===== src/common/floppy_result_map.vh =====
// Register offsets, field positions and codes of the floppy result and status bank
`ifndef FLOPPY_RESULT_MAP_VH
`define FLOPPY_RESULT_MAP_VH

// Register offsets (one byte each on the plain port)
`define RES_ADDR_COMPLETION   3'h0
`define RES_ADDR_TERMINATION  3'h1
`define RES_ADDR_XFER_ERR     3'h2
`define RES_ADDR_FIELD_ERR    3'h3
`define RES_ADDR_DRIVE_LINE   3'h4
`define RES_ADDR_EVENT_CLEAR  3'h5

// Completion codes of the first result byte
`define CC_NO_ERROR     8'h00
`define CC_GENERAL      8'h01
`define CC_UNSUPPORTED  8'h02
`define CC_ABSENT       8'h03
`define CC_INVALID_CMD  8'h04
`define CC_IRQ_DMA      8'h05
`define CC_CTRL_ERROR   8'h06
`define CC_IN_PROGRESS  8'hFF

// Termination code values
`define TC_NORMAL    2'h0
`define TC_ABNORMAL  2'h1
`define TC_INVALID   2'h2
`define TC_READY_CHG 2'h3

// Termination status fields
`define TS_TC_HI      7
`define TS_TC_LO      6
`define TS_POS_DONE   5
`define TS_FAULT      4
`define TS_NOT_READY  3
`define TS_HEAD       2
`define TS_SEL1       1
`define TS_SEL0       0

// Transfer error status fields
`define XE_PAST_END   7
`define XE_CRC_ANY    5
`define XE_OVERRUN    4
`define XE_SECT_MISS  2
`define XE_WP_HIT     1
`define XE_ID_SYNC    0

// Field error status fields
`define FE_DELETED    6
`define FE_DATA_CRC   5
`define FE_WRONG_TRK  4
`define FE_SCAN_EQ    3
`define FE_SCAN_NONE  2
`define FE_BAD_TRK    1
`define FE_DATA_MARK  0

// Recalibrate step limit and the bad-track cylinder value
`define RECAL_STEPS   7'd77
`define BAD_CYL_VALUE 8'hFF

// Event vector bit positions
`define EV_SEEK_DONE    0
`define EV_DRIVE_FAULT  1
`define EV_PAST_END     2
`define EV_CRC_ID       3
`define EV_CRC_DATA     4
`define EV_OVERRUN      5
`define EV_SECT_MISS    6
`define EV_READID_FAIL  7
`define EV_START_MISS   8
`define EV_NO_DATA_MARK 9
`define EV_NO_ID_MARK   10
`define EV_DELETED      11
`define EV_SCAN_EQ      12
`define EV_SCAN_NONE    13
`define EV_COUNT        14

`endif


===== src/verilog/floppy_result_status.v =====
// Result and status reporting bank of a floppy disk controller
`timescale 1ns/1ps
`default_nettype none
`include "floppy_result_map.vh"
// How it works
// - First byte carries the completion code
// - Bytes two to five carry status registers
// - Bits 7:6 hold the termination code
// - Bit 5 marks seek finished
// - Bit 4 flags drive fault or recalibrate timeout
// - Bit 3 flags not ready or missing side
// - Low bits capture side and unit select
// - Transfer bit 7 flags past last sector
// - Unused bits always read zero
// - Transfer bit 5 flags any CRC fault
// - Transfer bit 4 flags service overrun
// - Transfer bit 2 flags sector missing
// - Transfer bit 1 flags write protect hit
// - Transfer bit 0 flags missing address mark
// - Field bit 6 flags deleted data mark
// - Field bit 5 flags data field CRC
// - Field bits 4 and 1 flag cylinder mismatch
// - Field bits 3 and 2 report scan outcome
// - Field bit 0 flags missing data mark
// - Drive line bits 7:3 mirror drive inputs
// - Drive line bits 2:0 mirror select outputs

module floppy_result_status #(
  parameter STEP_LIMIT = 7
) (
  // Clock and reset
  input  wire       core_clk,
  input  wire       srst,
  // Register port
  input  wire [2:0] reg_addr,
  input  wire [7:0] reg_wdata,
  input  wire       reg_wr,
  input  wire       reg_rd,
  output reg  [7:0] reg_rdata,
  // Command sequencer
  input  wire       cmd_start,
  input  wire       cmd_done,
  input  wire [7:0] cmd_completion,
  input  wire       cmd_invalid,
  input  wire       cmd_is_rw,
  input  wire       cmd_is_write,
  input  wire       cmd_is_scan,
  input  wire       cmd_is_recal,
  input  wire       step_pulse,
  input  wire [`EV_COUNT-1:0] cmd_event,
  input  wire       id_check,
  input  wire [7:0] medium_cyl,
  input  wire [7:0] sector_id_cyl,
  // Drive lines
  input  wire       drive_fault_line,
  input  wire       write_protect_line,
  input  wire       drive_ready_line,
  input  wire       track_zero_line,
  input  wire       double_sided_line,
  input  wire       head_side,
  input  wire       drive_select_bit1,
  input  wire       drive_select_bit0,
  // Outputs
  output wire       recal_fail,
  output reg        cmd_running
);

  // ------------------------------------------------------------
  // Accumulation of events during a command
  // ------------------------------------------------------------
  reg [`EV_COUNT-1:0] ev_q;
  reg                 wp_hit_q;
  reg                 not_ready_q;
  reg                 ready_chg_q;
  reg                 ready_ref_q;
  reg                 wrong_trk_q;
  reg                 bad_trk_q;
  reg [6:0]           step_cnt_q;
  reg                 recal_fail_q;
  reg                 ev_clear_q;

  // Writes to the spare offset only leave a one-cycle readback trace
  wire       sw_clear      = reg_wr && (reg_addr == `RES_ADDR_EVENT_CLEAR);
  wire [6:0] step_limit_w  = `RECAL_STEPS;
  wire       step_seen     = cmd_running && cmd_is_recal && step_pulse && !track_zero_line;
  wire       recal_timeout = step_seen && (step_cnt_q == step_limit_w - 7'd1);
  wire       cyl_differs   = id_check && (medium_cyl != sector_id_cyl);
  wire       bad_cyl_seen  = cyl_differs && (medium_cyl == `BAD_CYL_VALUE);
  wire       wp_seen       = cmd_is_write && write_protect_line;
  wire       side_missing  = head_side && !double_sided_line;

  assign recal_fail = recal_fail_q;

  // ------------------------------------------------------------
  // Command running flag
  // ------------------------------------------------------------
  always @(posedge core_clk)
  begin
    if (srst)
      cmd_running <= 1'b0;
    else if (cmd_start)
      cmd_running <= 1'b1;
    else if (cmd_done)
      cmd_running <= 1'b0;
  end

  // ------------------------------------------------------------
  // Event set: restarted by a command start, then set only
  // ------------------------------------------------------------
  // A pulse on the start edge itself is kept, so no event is lost
  always @(posedge core_clk)
  begin
    if (srst)
      ev_q <= {`EV_COUNT{1'b0}};
    else if (cmd_start)
      ev_q <= cmd_event;
    else if (cmd_running)
      ev_q <= ev_q | cmd_event;
  end

  // ------------------------------------------------------------
  // Write protect hit during a write command
  // ------------------------------------------------------------
  always @(posedge core_clk)
  begin
    if (srst)
      wp_hit_q <= 1'b0;
    else if (cmd_start)
      wp_hit_q <= wp_seen;
    else if (cmd_running && wp_seen)
      wp_hit_q <= 1'b1;
  end

  // ------------------------------------------------------------
  // Not ready, judged once at the start of a read or write
  // ------------------------------------------------------------
  // A drive that drops ready later is reported by the ready change code
  always @(posedge core_clk)
  begin
    if (srst)
      not_ready_q <= 1'b0;
    else if (cmd_start)
      not_ready_q <= cmd_is_rw && (!drive_ready_line || side_missing);
  end

  // ------------------------------------------------------------
  // Ready line change during execution
  // ------------------------------------------------------------
  always @(posedge core_clk)
  begin
    if (srst)
    begin
      ready_ref_q <= 1'b0;
      ready_chg_q <= 1'b0;
    end
    else if (cmd_start)
    begin
      ready_ref_q <= drive_ready_line;
      ready_chg_q <= 1'b0;
    end
    else if (cmd_running && (drive_ready_line != ready_ref_q))
      ready_chg_q <= 1'b1;
  end

  // ------------------------------------------------------------
  // Cylinder checks of the sector ID against the medium
  // ------------------------------------------------------------
  always @(posedge core_clk)
  begin
    if (srst || cmd_start)
    begin
      wrong_trk_q <= 1'b0;
      bad_trk_q   <= 1'b0;
    end
    else if (cmd_running)
    begin
      if (cyl_differs)
        wrong_trk_q <= 1'b1;
      if (bad_cyl_seen)
        bad_trk_q <= 1'b1;
    end
  end

  // ------------------------------------------------------------
  // Recalibrate step count and timeout
  // ------------------------------------------------------------
  // Steps taken on track zero are not counted: the head has arrived
  always @(posedge core_clk)
  begin
    if (srst || cmd_start)
      step_cnt_q <= 7'd0;
    else if (step_seen)
      step_cnt_q <= step_cnt_q + 7'd1;
  end

  always @(posedge core_clk)
  begin
    if (srst || cmd_start)
      recal_fail_q <= 1'b0;
    else if (recal_timeout)
      recal_fail_q <= 1'b1;
  end

  // Readback trace of the spare offset
  always @(posedge core_clk)
  begin
    if (srst)
      ev_clear_q <= 1'b0;
    else
      ev_clear_q <= sw_clear;
  end

  // ------------------------------------------------------------
  // Status images assembled from the events
  // ------------------------------------------------------------
  // Priority: invalid, then ready change, then any error flag
  function [1:0] term_code;
    input invalid;
    input ready_changed;
    input any_error;
    begin
      if (invalid)
        term_code = `TC_INVALID;
      else if (ready_changed)
        term_code = `TC_READY_CHG;
      else if (any_error)
        term_code = `TC_ABNORMAL;
      else
        term_code = `TC_NORMAL;
    end
  endfunction

  wire       any_error_w = |ev_q[`EV_NO_ID_MARK:`EV_PAST_END] || not_ready_q || wp_hit_q
                           || recal_fail_q || wrong_trk_q || ev_q[`EV_DRIVE_FAULT];
  wire [1:0] tc_w        = term_code(cmd_invalid, ready_chg_q, any_error_w);

  wire [7:0] term_w;
  assign term_w[`TS_TC_HI:`TS_TC_LO] = tc_w;
  assign term_w[`TS_POS_DONE]  = ev_q[`EV_SEEK_DONE];
  assign term_w[`TS_FAULT]     = ev_q[`EV_DRIVE_FAULT] | drive_fault_line | recal_fail_q;
  assign term_w[`TS_NOT_READY] = not_ready_q;
  assign term_w[`TS_HEAD]      = head_side;
  assign term_w[`TS_SEL1]      = drive_select_bit1;
  assign term_w[`TS_SEL0]      = drive_select_bit0;

  wire [7:0] xfer_w;
  assign xfer_w[`XE_PAST_END]  = ev_q[`EV_PAST_END];
  assign xfer_w[6]             = 1'b0;
  assign xfer_w[`XE_CRC_ANY]   = ev_q[`EV_CRC_ID] | ev_q[`EV_CRC_DATA];
  assign xfer_w[`XE_OVERRUN]   = ev_q[`EV_OVERRUN];
  assign xfer_w[3]             = 1'b0;
  assign xfer_w[`XE_SECT_MISS] = ev_q[`EV_SECT_MISS] | ev_q[`EV_READID_FAIL]
                                 | ev_q[`EV_START_MISS] | wrong_trk_q;
  assign xfer_w[`XE_WP_HIT]    = wp_hit_q;
  assign xfer_w[`XE_ID_SYNC]   = ev_q[`EV_NO_DATA_MARK] | ev_q[`EV_NO_ID_MARK];

  wire [7:0] field_w;
  assign field_w[7]             = 1'b0;
  assign field_w[`FE_DELETED]   = ev_q[`EV_DELETED];
  assign field_w[`FE_DATA_CRC]  = ev_q[`EV_CRC_DATA];
  assign field_w[`FE_WRONG_TRK] = wrong_trk_q;
  assign field_w[`FE_SCAN_EQ]   = cmd_is_scan & ev_q[`EV_SCAN_EQ];
  assign field_w[`FE_SCAN_NONE] = cmd_is_scan & ev_q[`EV_SCAN_NONE];
  assign field_w[`FE_BAD_TRK]   = bad_trk_q;
  assign field_w[`FE_DATA_MARK] = ev_q[`EV_NO_DATA_MARK];

  // Live drive lines; not latched so software sees the present state
  wire [7:0] drive_w;
  assign drive_w[7] = drive_fault_line;
  assign drive_w[6] = write_protect_line;
  assign drive_w[5] = drive_ready_line;
  assign drive_w[4] = track_zero_line;
  assign drive_w[3] = double_sided_line;
  assign drive_w[2] = head_side;
  assign drive_w[1] = drive_select_bit1;
  assign drive_w[0] = drive_select_bit0;

  // ------------------------------------------------------------
  // Latched result bytes
  // ------------------------------------------------------------
  reg [7:0] completion_q;
  reg [7:0] termination_status_q;
  reg [7:0] transfer_error_status_q;
  reg [7:0] field_error_status_q;

  // Only a command that really ran may replace the latched bytes
  wire cmd_ends = cmd_running && cmd_done;

  always @(posedge core_clk)
  begin
    if (srst)
      completion_q <= `CC_NO_ERROR;
    else if (cmd_start)
      completion_q <= `CC_IN_PROGRESS;
    else if (cmd_ends)
      completion_q <= cmd_completion;
  end

  // Host writes never reach these; they change only at termination
  always @(posedge core_clk)
  begin
    if (srst)
      termination_status_q <= 8'h00;
    else if (cmd_ends && !cmd_start)
      termination_status_q <= term_w;
  end

  always @(posedge core_clk)
  begin
    if (srst)
      transfer_error_status_q <= 8'h00;
    else if (cmd_ends && !cmd_start)
      transfer_error_status_q <= xfer_w;
  end

  always @(posedge core_clk)
  begin
    if (srst)
      field_error_status_q <= 8'h00;
    else if (cmd_ends && !cmd_start)
      field_error_status_q <= field_w;
  end

  // ------------------------------------------------------------
  // Read port, data valid the cycle after the strobe
  // ------------------------------------------------------------
  // An unmapped index reads zero, so software never sees stale bytes
  function [7:0] read_mux;
    input [2:0] addr;
    input [7:0] completion;
    input [7:0] termination;
    input [7:0] xfer;
    input [7:0] field;
    input [7:0] drive;
    input       clear_trace;
    begin
      case (addr)
        `RES_ADDR_COMPLETION:  read_mux = completion;
        `RES_ADDR_TERMINATION: read_mux = termination;
        `RES_ADDR_XFER_ERR:    read_mux = xfer;
        `RES_ADDR_FIELD_ERR:   read_mux = field;
        `RES_ADDR_DRIVE_LINE:  read_mux = drive;
        `RES_ADDR_EVENT_CLEAR: read_mux = {7'h00, clear_trace};
        default:               read_mux = 8'h00;
      endcase
    end
  endfunction

  // Data stand one cycle only; zero otherwise keeps the bus quiet
  always @(posedge core_clk)
  begin
    if (srst)
      reg_rdata <= 8'h00;
    else if (reg_rd)
      reg_rdata <= read_mux(reg_addr, completion_q, termination_status_q, transfer_error_status_q,
                            field_error_status_q, drive_w, ev_clear_q);
    else
      reg_rdata <= 8'h00;
  end

endmodule // floppy_result_status
`default_nettype wire

===== config.mk =====
export PLATFORM = sky130hd
export DESIGN_NAME = floppy_result_status
export DESIGN_NICKNAME = d
export VERILOG_FILES = /design/src/verilog/floppy_result_status.v
export VERILOG_INCLUDE_DIRS = /design/src /design/src/common
export SDC_FILE = /design/constraint.sdc
export NUM_CORES = 1
export LEC_CHECK = 0
export BUFFER_PORTS_ARGS = -buffer_cell sky130_fd_sc_hd__buf_2
export CAP_MARGIN = 30
export CORE_MARGIN = 4
export CORE_UTILIZATION = 55
export CTS_CLUSTER_SIZE = 30
export DETAILED_ROUTE_END_ITERATION = 6
export PLACE_DENSITY = 0.94
export SLEW_MARGIN = 20
export SYNTH_ARGS = -nofsm -noshare
export SYNTH_HDL_FRONTEND = slang
export SYNTH_SLANG_ARGS = --single-unit
export TNS_END_PERCENT = 10

===== constraint.sdc =====
create_clock -name core_clk -period 2.4 [get_ports core_clk]
set_input_delay 0.36 -clock core_clk [delete_from_list [all_inputs] [get_ports core_clk]]
set_output_delay 0.36 -clock core_clk [all_outputs]
set_load 0.02 [all_outputs]

Word-level counts from Yosys, hierarchy flattened

Index checks and enable logic that the tools add are counted.

Eq/ne operators: 9
Add/sub/neg operators: 1
Reductions and logical operators: 35
Bitwise logic cells: 11
Mux-type cells: 12

Operators by type and width:

| cell                                                            | number |
|---|---|
| 8-bit case mux with 6 select lines                              | 1 |
| 14-bit two-way mux                                              | 2 |
| 8-bit two-way mux                                               | 2 |
| 1-bit logical AND                                               | 14 |
| 14-bit bitwise OR                                               | 1 |
| 9-bit OR reduction                                              | 1 |
| 8-bit == test, second input constant                            | 1 |
| 8-bit inequality test                                           | 1 |
| 2-bit nonzero test                                              | 4 |
| 7-bit by 1-bit adder with 7-bit output, second input constant   | 1 |
| 7-bit == test, second input constant                            | 1 |
| 1-bit logical OR                                                | 7 |
| 1-bit bitwise OR                                                | 7 |
| 3-bit by 2-bit == test with 1-bit output, second input constant | 2 |
| 3-bit == test, second input constant                            | 2 |
| 1-bit two-way mux                                               | 5 |
| 1-bit logical NOT                                               | 4 |
| 2-bit two-way mux                                               | 2 |
| 2-bit AND reduction                                             | 2 |
| 2-bit OR reduction                                              | 2 |
| 3-bit by 1-bit == test with 1-bit output, second input constant | 1 |
| 3-bit logical NOT                                               | 1 |
| 1-bit AND                                                       | 2 |
| 1-bit inequality test                                           | 1 |
| 1-bit NOT                                                       | 1 |

Bits of input ports: 70
Register bits: 67

Depth between registers and ports, before layout

Gate-level depths: netlist of run 1.

Depth after elaboration: 9
Gate-level depth with buffers: 6
Mapped depth without buffers: 6

Worst setup path after synthesis of run 1

OpenSTA, ideal clock, no wires.

Path type: register -> register
Start point: register cmd_running
End point: register step_cnt_q[6]
Arrival: 1.400 ns
Path buffers: 1
Period minus slack after synthesis: 1.470 ns
Path slack: 0.930 ns
Cell stages (with the launch flop): 6
Cell sequence: dfxtp_1 > and4b_1 > buf_6 > nand4_4 > or3_1 > a21oi_1

Longest elaborated chain between the ends: 3

RTL lines:

| what                           | line                       | RTL |
|---|---|---|
| from (decl)                    | floppy_result_status.v:65  | `output reg cmd_running` |
| from (signal assigned)         | floppy_result_status.v:100 | `cmd_running <= 1'b0;` |
| from (signal assigned)         | floppy_result_status.v:102 | `cmd_running <= 1'b1;` |
| from (signal assigned)         | floppy_result_status.v:104 | `cmd_running <= 1'b0;` |
| 1-bit logical AND (3 in a row) | floppy_result_status.v:85  | `wire step_seen = cmd_running && cmd_is_recal && step_pulse && !track_zero_line;` |
| to (signal assigned)           | floppy_result_status.v:193 | `step_cnt_q <= step_cnt_q + 7'd1;` |
| to (decl)                      | floppy_result_status.v:78  | `reg [6:0] step_cnt_q;` |

No other way between the ends.
A chain may end at the register's enable or synchronous reset.

Worst setup path in the final report of run 1

Start point: register cmd_running
End point: register termination_status_q[4]

Longest elaborated chain between the ends: 2

RTL lines:

| what                 | line                       | RTL |
|---|---|---|
| 1-bit logical AND    | floppy_result_status.v:287 | `wire cmd_ends = cmd_running && cmd_done;` |
| 1-bit logical AND    | floppy_result_status.v:304 | `else if (cmd_ends && !cmd_start)` |
| to (signal assigned) | floppy_result_status.v:305 | `termination_status_q <= term_w;` |
| to (decl)            | floppy_result_status.v:282 | `reg [7:0] termination_status_q;` |

No other way between the ends.

==> results of run 1 <==
[worst min-delay path by stage]
| stage | endpoint |
|---|---|
| global route | ev_q[5] |
| floorplan | field_error_status_q[2] |
| finish | ev_q[5] |
| global placement | termination_status_q[0] |
| detailed placement | field_error_status_q[4] |
| CTS | ev_q[1] |
[final cells by class]
class / instances / area [sq um] / share of cell area (%)
multi-input combinational: 220 / 1360 / 39.8
clock inverter: 1 / 30.0 / 0.879
sequential: 67 / 1340 / 39.3
inverter: 5 / 18.8 / 0.549
timing repair buffer: 77 / 400 / 11.7
clock buffer: 14 / 183 / 5.35
tap: 67 / 83.8 / 2.45
[synthesized netlist by cell type (3+ instances only)]
library cell  count
dfxtp_1          67
nand2_1          34
nor2_1           32
a21oi_1          24
a22o_1           14
xor2_1           13
a211oi_1          9
and3_1            9
buf_2             9
nor3_1            9
clkbuf_1          8
a22oi_1           7
o21ai_0           7
mux2i_1           6
nand3_1           6
nor4_1            6
and2_1            5
inv_1             5
mux2_2            4
nand2b_1          4
nand4_1           4
buf_1             3
nor2b_1           3
o22ai_1           3
[state kept, by name (all words and copies together) (netlist names), 6 cells and up]
| signal | flops |
|---|---|
| ev_q | 14 |
| completion_q | 8 |
| reg_rdata | 8 |
| termination_status_q | 8 |
| field_error_status_q | 7 |
| step_cnt_q | 7 |
| transfer_error_status_q | 6 |
[critical path, stage by stage, from the launching register on]
cell and delay [ns]:
dfxtp_1 0.49, nand2_2 0.20, or2_2 0.49, nor4_1 0.27, nor3_1 0.08
[routing by layer]
layer / vias up / GRT usage [%] / part of all wire (%)
met1: 1185 / 26.9 / 41
met4: 0 / 12.2 / 2.5
met2: 112 / 36.1 / 48
met5: - / 0 / 0
li1: 1235 / - / -
met3: 17 / 6.32 / 8.1
[power groups by stage]
stage | Clock [mW] | Sequential (mW) | Combinational (mW)
floorplan | 0 | 1.20 | 0.135
global placement | 0 | 1.21 | 0.217
detailed placement | 0 | 1.21 | 0.228
CTS | 0.994 | 1.18 | 0.229
global route | 1.04 | 1.19 | 0.257
finish | 0.983 | 1.19 | 0.231
[metrics by stage]
stage                     std cells  hold slack, ns  util (%)  total power [mW]  setup slack [ns]
after floorplan                 313           0.432         -              1.34             0.930
after global placement          434           0.438      65.8              1.42             0.461
after detailed placement        435           0.446      65.9              1.44             0.529
after CTS                       450           0.221      70.3              2.41             0.741
after global routing            451           0.228      70.5              2.49             0.622
final                           451           0.228      70.5              2.40             0.755
[logic make-up (layout without fill, tap and decap cells)]
kind of cell	Yosys count	after routing
compound gates	73	73
xor+xnor	14	14
fa+ha+maj	2	2
buf+inv	26	97
flops	67	67
mux	11	11
simple gates	120	120
==> impl_metrics.ini, run 1 <==
[cts]
cts_tree = done
cts-buffers-inserted = 9
root_buffer = clkbuf_8
cts_hold_buf = 0
cts_setup_buffers = 0
cts_resized = 0
clk_pin_slew_ns = 0.06
clock_sinks = 67
clock_latency_ns = 0.34
clockBufferDepth = 2
h-tree-depth = 3

[sta]
max_freq_mhz = 608
tightest_slew_ns = 0.540
setup_viol = 0
slew_headroom_pct = 63.9
finalMaxSlewViolations = 0
fin_crit_ns = 1.64
final.setup_skew_ns = 0.00498
fin_crit_sh_pct = 68.5
hold_viol = 0
setup_tns_ns = 0
rsz0062_at_grt = no

[synth]
synthArstFlopShare_pct = 0
synth_cell_types = 42
synthTopCellsByArea = dfxtp_1 48%, nand2_1 4.5%, a22o_1 4.4%
synthXorXnorAreaFrac_pct = 4.35
yosys.area.top_type = dfxtp_1
synth_compound_area_share_pct = 17.6
synthMuxAreaShare_pct = 4.53
synth_seq_area_share_pct = 47.6
synth.net_count = 385
synth_top_family_by_area = simple AND/OR/NAND/NOR gates
yosys.area_share.adder_pct = 0.888
yosys.area_share.simple_pct = 20.9
synthesis.area_sq_um = 2820
avgSynthCellArea_sq_um = 9.00
synth_top_cell_area_share_pct = 47.6
synth_edf_count = 0
synth_seq_cells = 67
synth_ff_type = dfxtp_1
synthCells = 313
yosysWarnings = 0

[setup_path]
worst-r2r-setup-slack_ns = 0.76
rr_endpoint = termination_status_q[4]
worst_setup_path_start_kind = flop
required_ns = 2.63
critPathKind = reg2reg
crit_fanout = 20
worstRegToRegCells = 4
arrival_ns = 1.87
cp-startpoint = cmd_running
rr_startpoint = cmd_running
crit_path_end_kind = flop
crit_end = termination_status_q[4]

[place]
io_buffers = 71
dp_hpwl_um = 4920
post_dp_cell_area_sq_um = 3200
gp_congestion = 0.882

[layout]
drive_gt1_share_pct = 26.0
final_cell_mix = 71 x buf_2, 67 x dfxtp_1, 34 x nand2_1
final_common_cell = buf_2
diodes = 0
finalNetCount = 452
final_area_sq_um = 3420
fillers = 384
area_growth_pct = 21.3

[pwr]
vdd_drop_max_mv = 0.368
combPwrFrac_pct = 9.6
intPower_mw = 1.85
powerDensity_nw_per_um2 = 702
p_seq_share_pct = 49.4
p_switching_mw = 0.549
power_switching_share_pct = 22.9
p_leak_nw = 1.48
p_clk_share_pct = 41.0

[outcome]
status = completed

[hold_path]
whs_path_depth = 2
hp-start = cmd_event[5]
hold_class = in2reg

[job]
maxCapViolCount = 0

[drt]
viasPerCell = 5.65
via_count = 2549
wl_per_cell_um = 14.9
dr.pass1.iters = 5
drt_iter0_markers = 340
drtAntennaViolNets = 0
routed_wirelength_um = 6720
drc = 0

[global_route]
grt_pass1_vias = 2413
grt_max_degree = 23
grt_overflow = 0
grtUsageTotal_pct = 22.5
antenna_found_initial = 0
grt_pass1_wl_um = 10900

[die]
ioPinCount = 80
die_x_um = 79.6
dieArea_sq_um = 6330
die_h_um = 79.6
initial_core_util_pct = 58.1
rows = 25
core_area_sq_um = 4850
No activity file was read; power rests on OpenSTA's default activity.
==> run 2: changes to the inputs <==
--- a/config.mk
+++ b/config.mk
@@ -9,10 +9,10 @@
 export BUFFER_PORTS_ARGS = -buffer_cell sky130_fd_sc_hd__buf_2
 export CAP_MARGIN = 30
 export CORE_MARGIN = 4
-export CORE_UTILIZATION = 55
+export CORE_UTILIZATION = 51
 export CTS_CLUSTER_SIZE = 30
 export DETAILED_ROUTE_END_ITERATION = 6
-export PLACE_DENSITY = 0.94
+export PLACE_DENSITY = 0.88
 export SLEW_MARGIN = 20
 export SYNTH_ARGS = -nofsm -noshare
 export SYNTH_HDL_FRONTEND = slang
==> constraint.sdc (replaced) <==
create_clock -name core_clk -period 1.6 [get_ports core_clk]
set_input_delay 0.24 -clock core_clk [delete_from_list [all_inputs] [get_ports core_clk]]
set_output_delay 0.24 -clock core_clk [all_outputs]
set_load 0.02 [all_outputs]
==> run 2 against run 1 <==
Compared with the run above: via count rose by 0.90%; clock skew rose by 0.0041 ns; hold slack got worse by 0.13 ns; maximum frequency up 20%; first-iteration DRC count fell by 46%; worst setup slack got worse by 0.53 ns; wire length is 5.2% higher; combinational power rose by 56%; final area rose by 2.5%; clock-buffer cell count fell by 3; largest cell class unchanged.
==> impl_metrics.ini, run 2 (synthesis results as in run 1) <==
[setup_path]
critPathKind = reg2reg
worstRegToRegCells = 4
worst_setup_path_start_kind = flop
required_ns = 1.88
max_stage_delay_ns = 0.38
cp_cell_sequence = and4b_1 > nand4_4 > or3_1 > a21oi_1
cpMaxStageDelayCell = dfxtp_1
crit_fanout = 4
crit_path_end_kind = flop
arrival_ns = 1.65

[sta]
fin_crit_ns = 1.37
setup_tns_ns = 0
final.setup_skew_ns = 0.00910
timing.hold.ws_ns = 0.0993
hold_viol = 0
setup_viol = 0
max_freq_mhz = 727
finalMaxSlewViolations = 0
tightest_slew_ns = 0.609
slew_headroom_pct = 59.3
fin_crit_sh_pct = 85.9
rsz0062_at_grt = no

[layout]
final_area_sq_um = 3500
area_growth_pct = 24.3
fillers = 426
largest_reg_flops = 14
finalNonFillerCells = 462
diodes = 0
drive_gt1_share_pct = 27.6
final_cell_mix = 71 x buf_2, 67 x dfxtp_1, 34 x nand2_1
finalNetCount = 459
final_common_cell = buf_2
regMostFlops = ev_q

[drt]
dr.pass1.iters = 4
via_count = 2572
drc = 0
viasPerCell = 5.57
routed_wirelength_um = 7070
drtAntennaViolNets = 0
drt_iter0_markers = 183
wl_per_cell_um = 15.3

[global_route]
grt_max_degree = 26
met1_usage_pct = 28.1
grt_pass1_vias = 2380
busiest_layer = met2
grt_overflow = 0
use_met2_pct = 36.9
antenna_found_initial = 0
grt_pass1_wl_um = 11500
grtUsageTotal_pct = 22.6
grt_util_met3_pct = 6.07

[hold_path]
whs_path_depth = 2
hold_class = in2reg

[cts]
root_buffer = clkbuf_8
clk_pin_slew_ns = 0.07
clock_latency_ns = 0.35
h-tree-depth = 3
cts_tree = done
cts-buffers-inserted = 9
cts_hold_buf = 0
clockBufferDepth = 2
clock_sinks = 67
cts_setup_buffers = 0
cts_resized = 0

[die]
core_area_sq_um = 5240
dieArea_sq_um = 6780
die_h_um = 82.3
initial_core_util_pct = 53.8
ioPinCount = 80
die_x_um = 82.3
rows = 26

[job]
maxCapViolCount = 0

[place]
io_buffers = 71
dp_hpwl_um = 5060
gp_congestion = 0.870
post_dp_cell_area_sq_um = 3260
dp.cells = 446

[pwr]
p_leak_nw = 1.53
vdd_drop_max_mv = 0.768
powerDensity_nw_per_um2 = 1100
p_total_mw = 3.84

[outcome]
status = completed
## run 2: cell count changes in the layout (fill, tap and decap cells not counted)
cell and delta:
bufinv_16 +2, buf_4 +7, clkinv_2 +2, clkbuf_8 -3
## run 2: worst paths after layout
kind	startpoint	to	slack, ns
setup / recovery	cmd_running	step_cnt_q[6]	0.23
hold / removal	cmd_event[1]	ev_q[1]	0.1
setup reg to reg	cmd_running	step_cnt_q[6]	0.23
hold reg to reg	field_error_status_q[2]	field_error_status_q[2]	0.45
## run 2: layout make-up
| type | count | area, sq um | share of cell area, % |
|---|---|---|---|
| multi-input cells | 220 | 1360 | 38.8 |
| flip-flops and latches | 67 | 1340 | 38.3 |
| repair buffers | 84 | 453 | 12.9 |
| clock buffers | 11 | 141 | 4.04 |
| clock inverters | 5 | 100 | 2.86 |
| well taps | 70 | 87.6 | 2.50 |
| inverters | 5 | 18.8 | 0.536 |
## run 2: per-stage QoR
step                util [%]  setup slack [ns]
floorplan                  -             0.130
global placement        62.3             0.200
detailed placement      62.3             0.170
CTS                     66.9             0.231
global route            66.9             0.150
finish                  66.9             0.225
## run 2: metal layers
layer	wire length, um	up-vias	share of wire (%)
met1	2920	1176	41
met3	585	15	8.3
met5	0	-	0
met2	3430	126	49
met4	137	0	1.9
li1	-	1255	-
## run 2: report_power, final
part | switching, mW | internal, mW
Combinational | 0.189 | 0.172
Sequential | 0.0439 | 1.73
Clock | 0.633 | 1.07
## run 2: critical path, delay by kind of cell, from the launching register on
family	cells	cell delay [ns]
simple gates	3	0.75
flops	1	0.38
compound gates	1	0.16
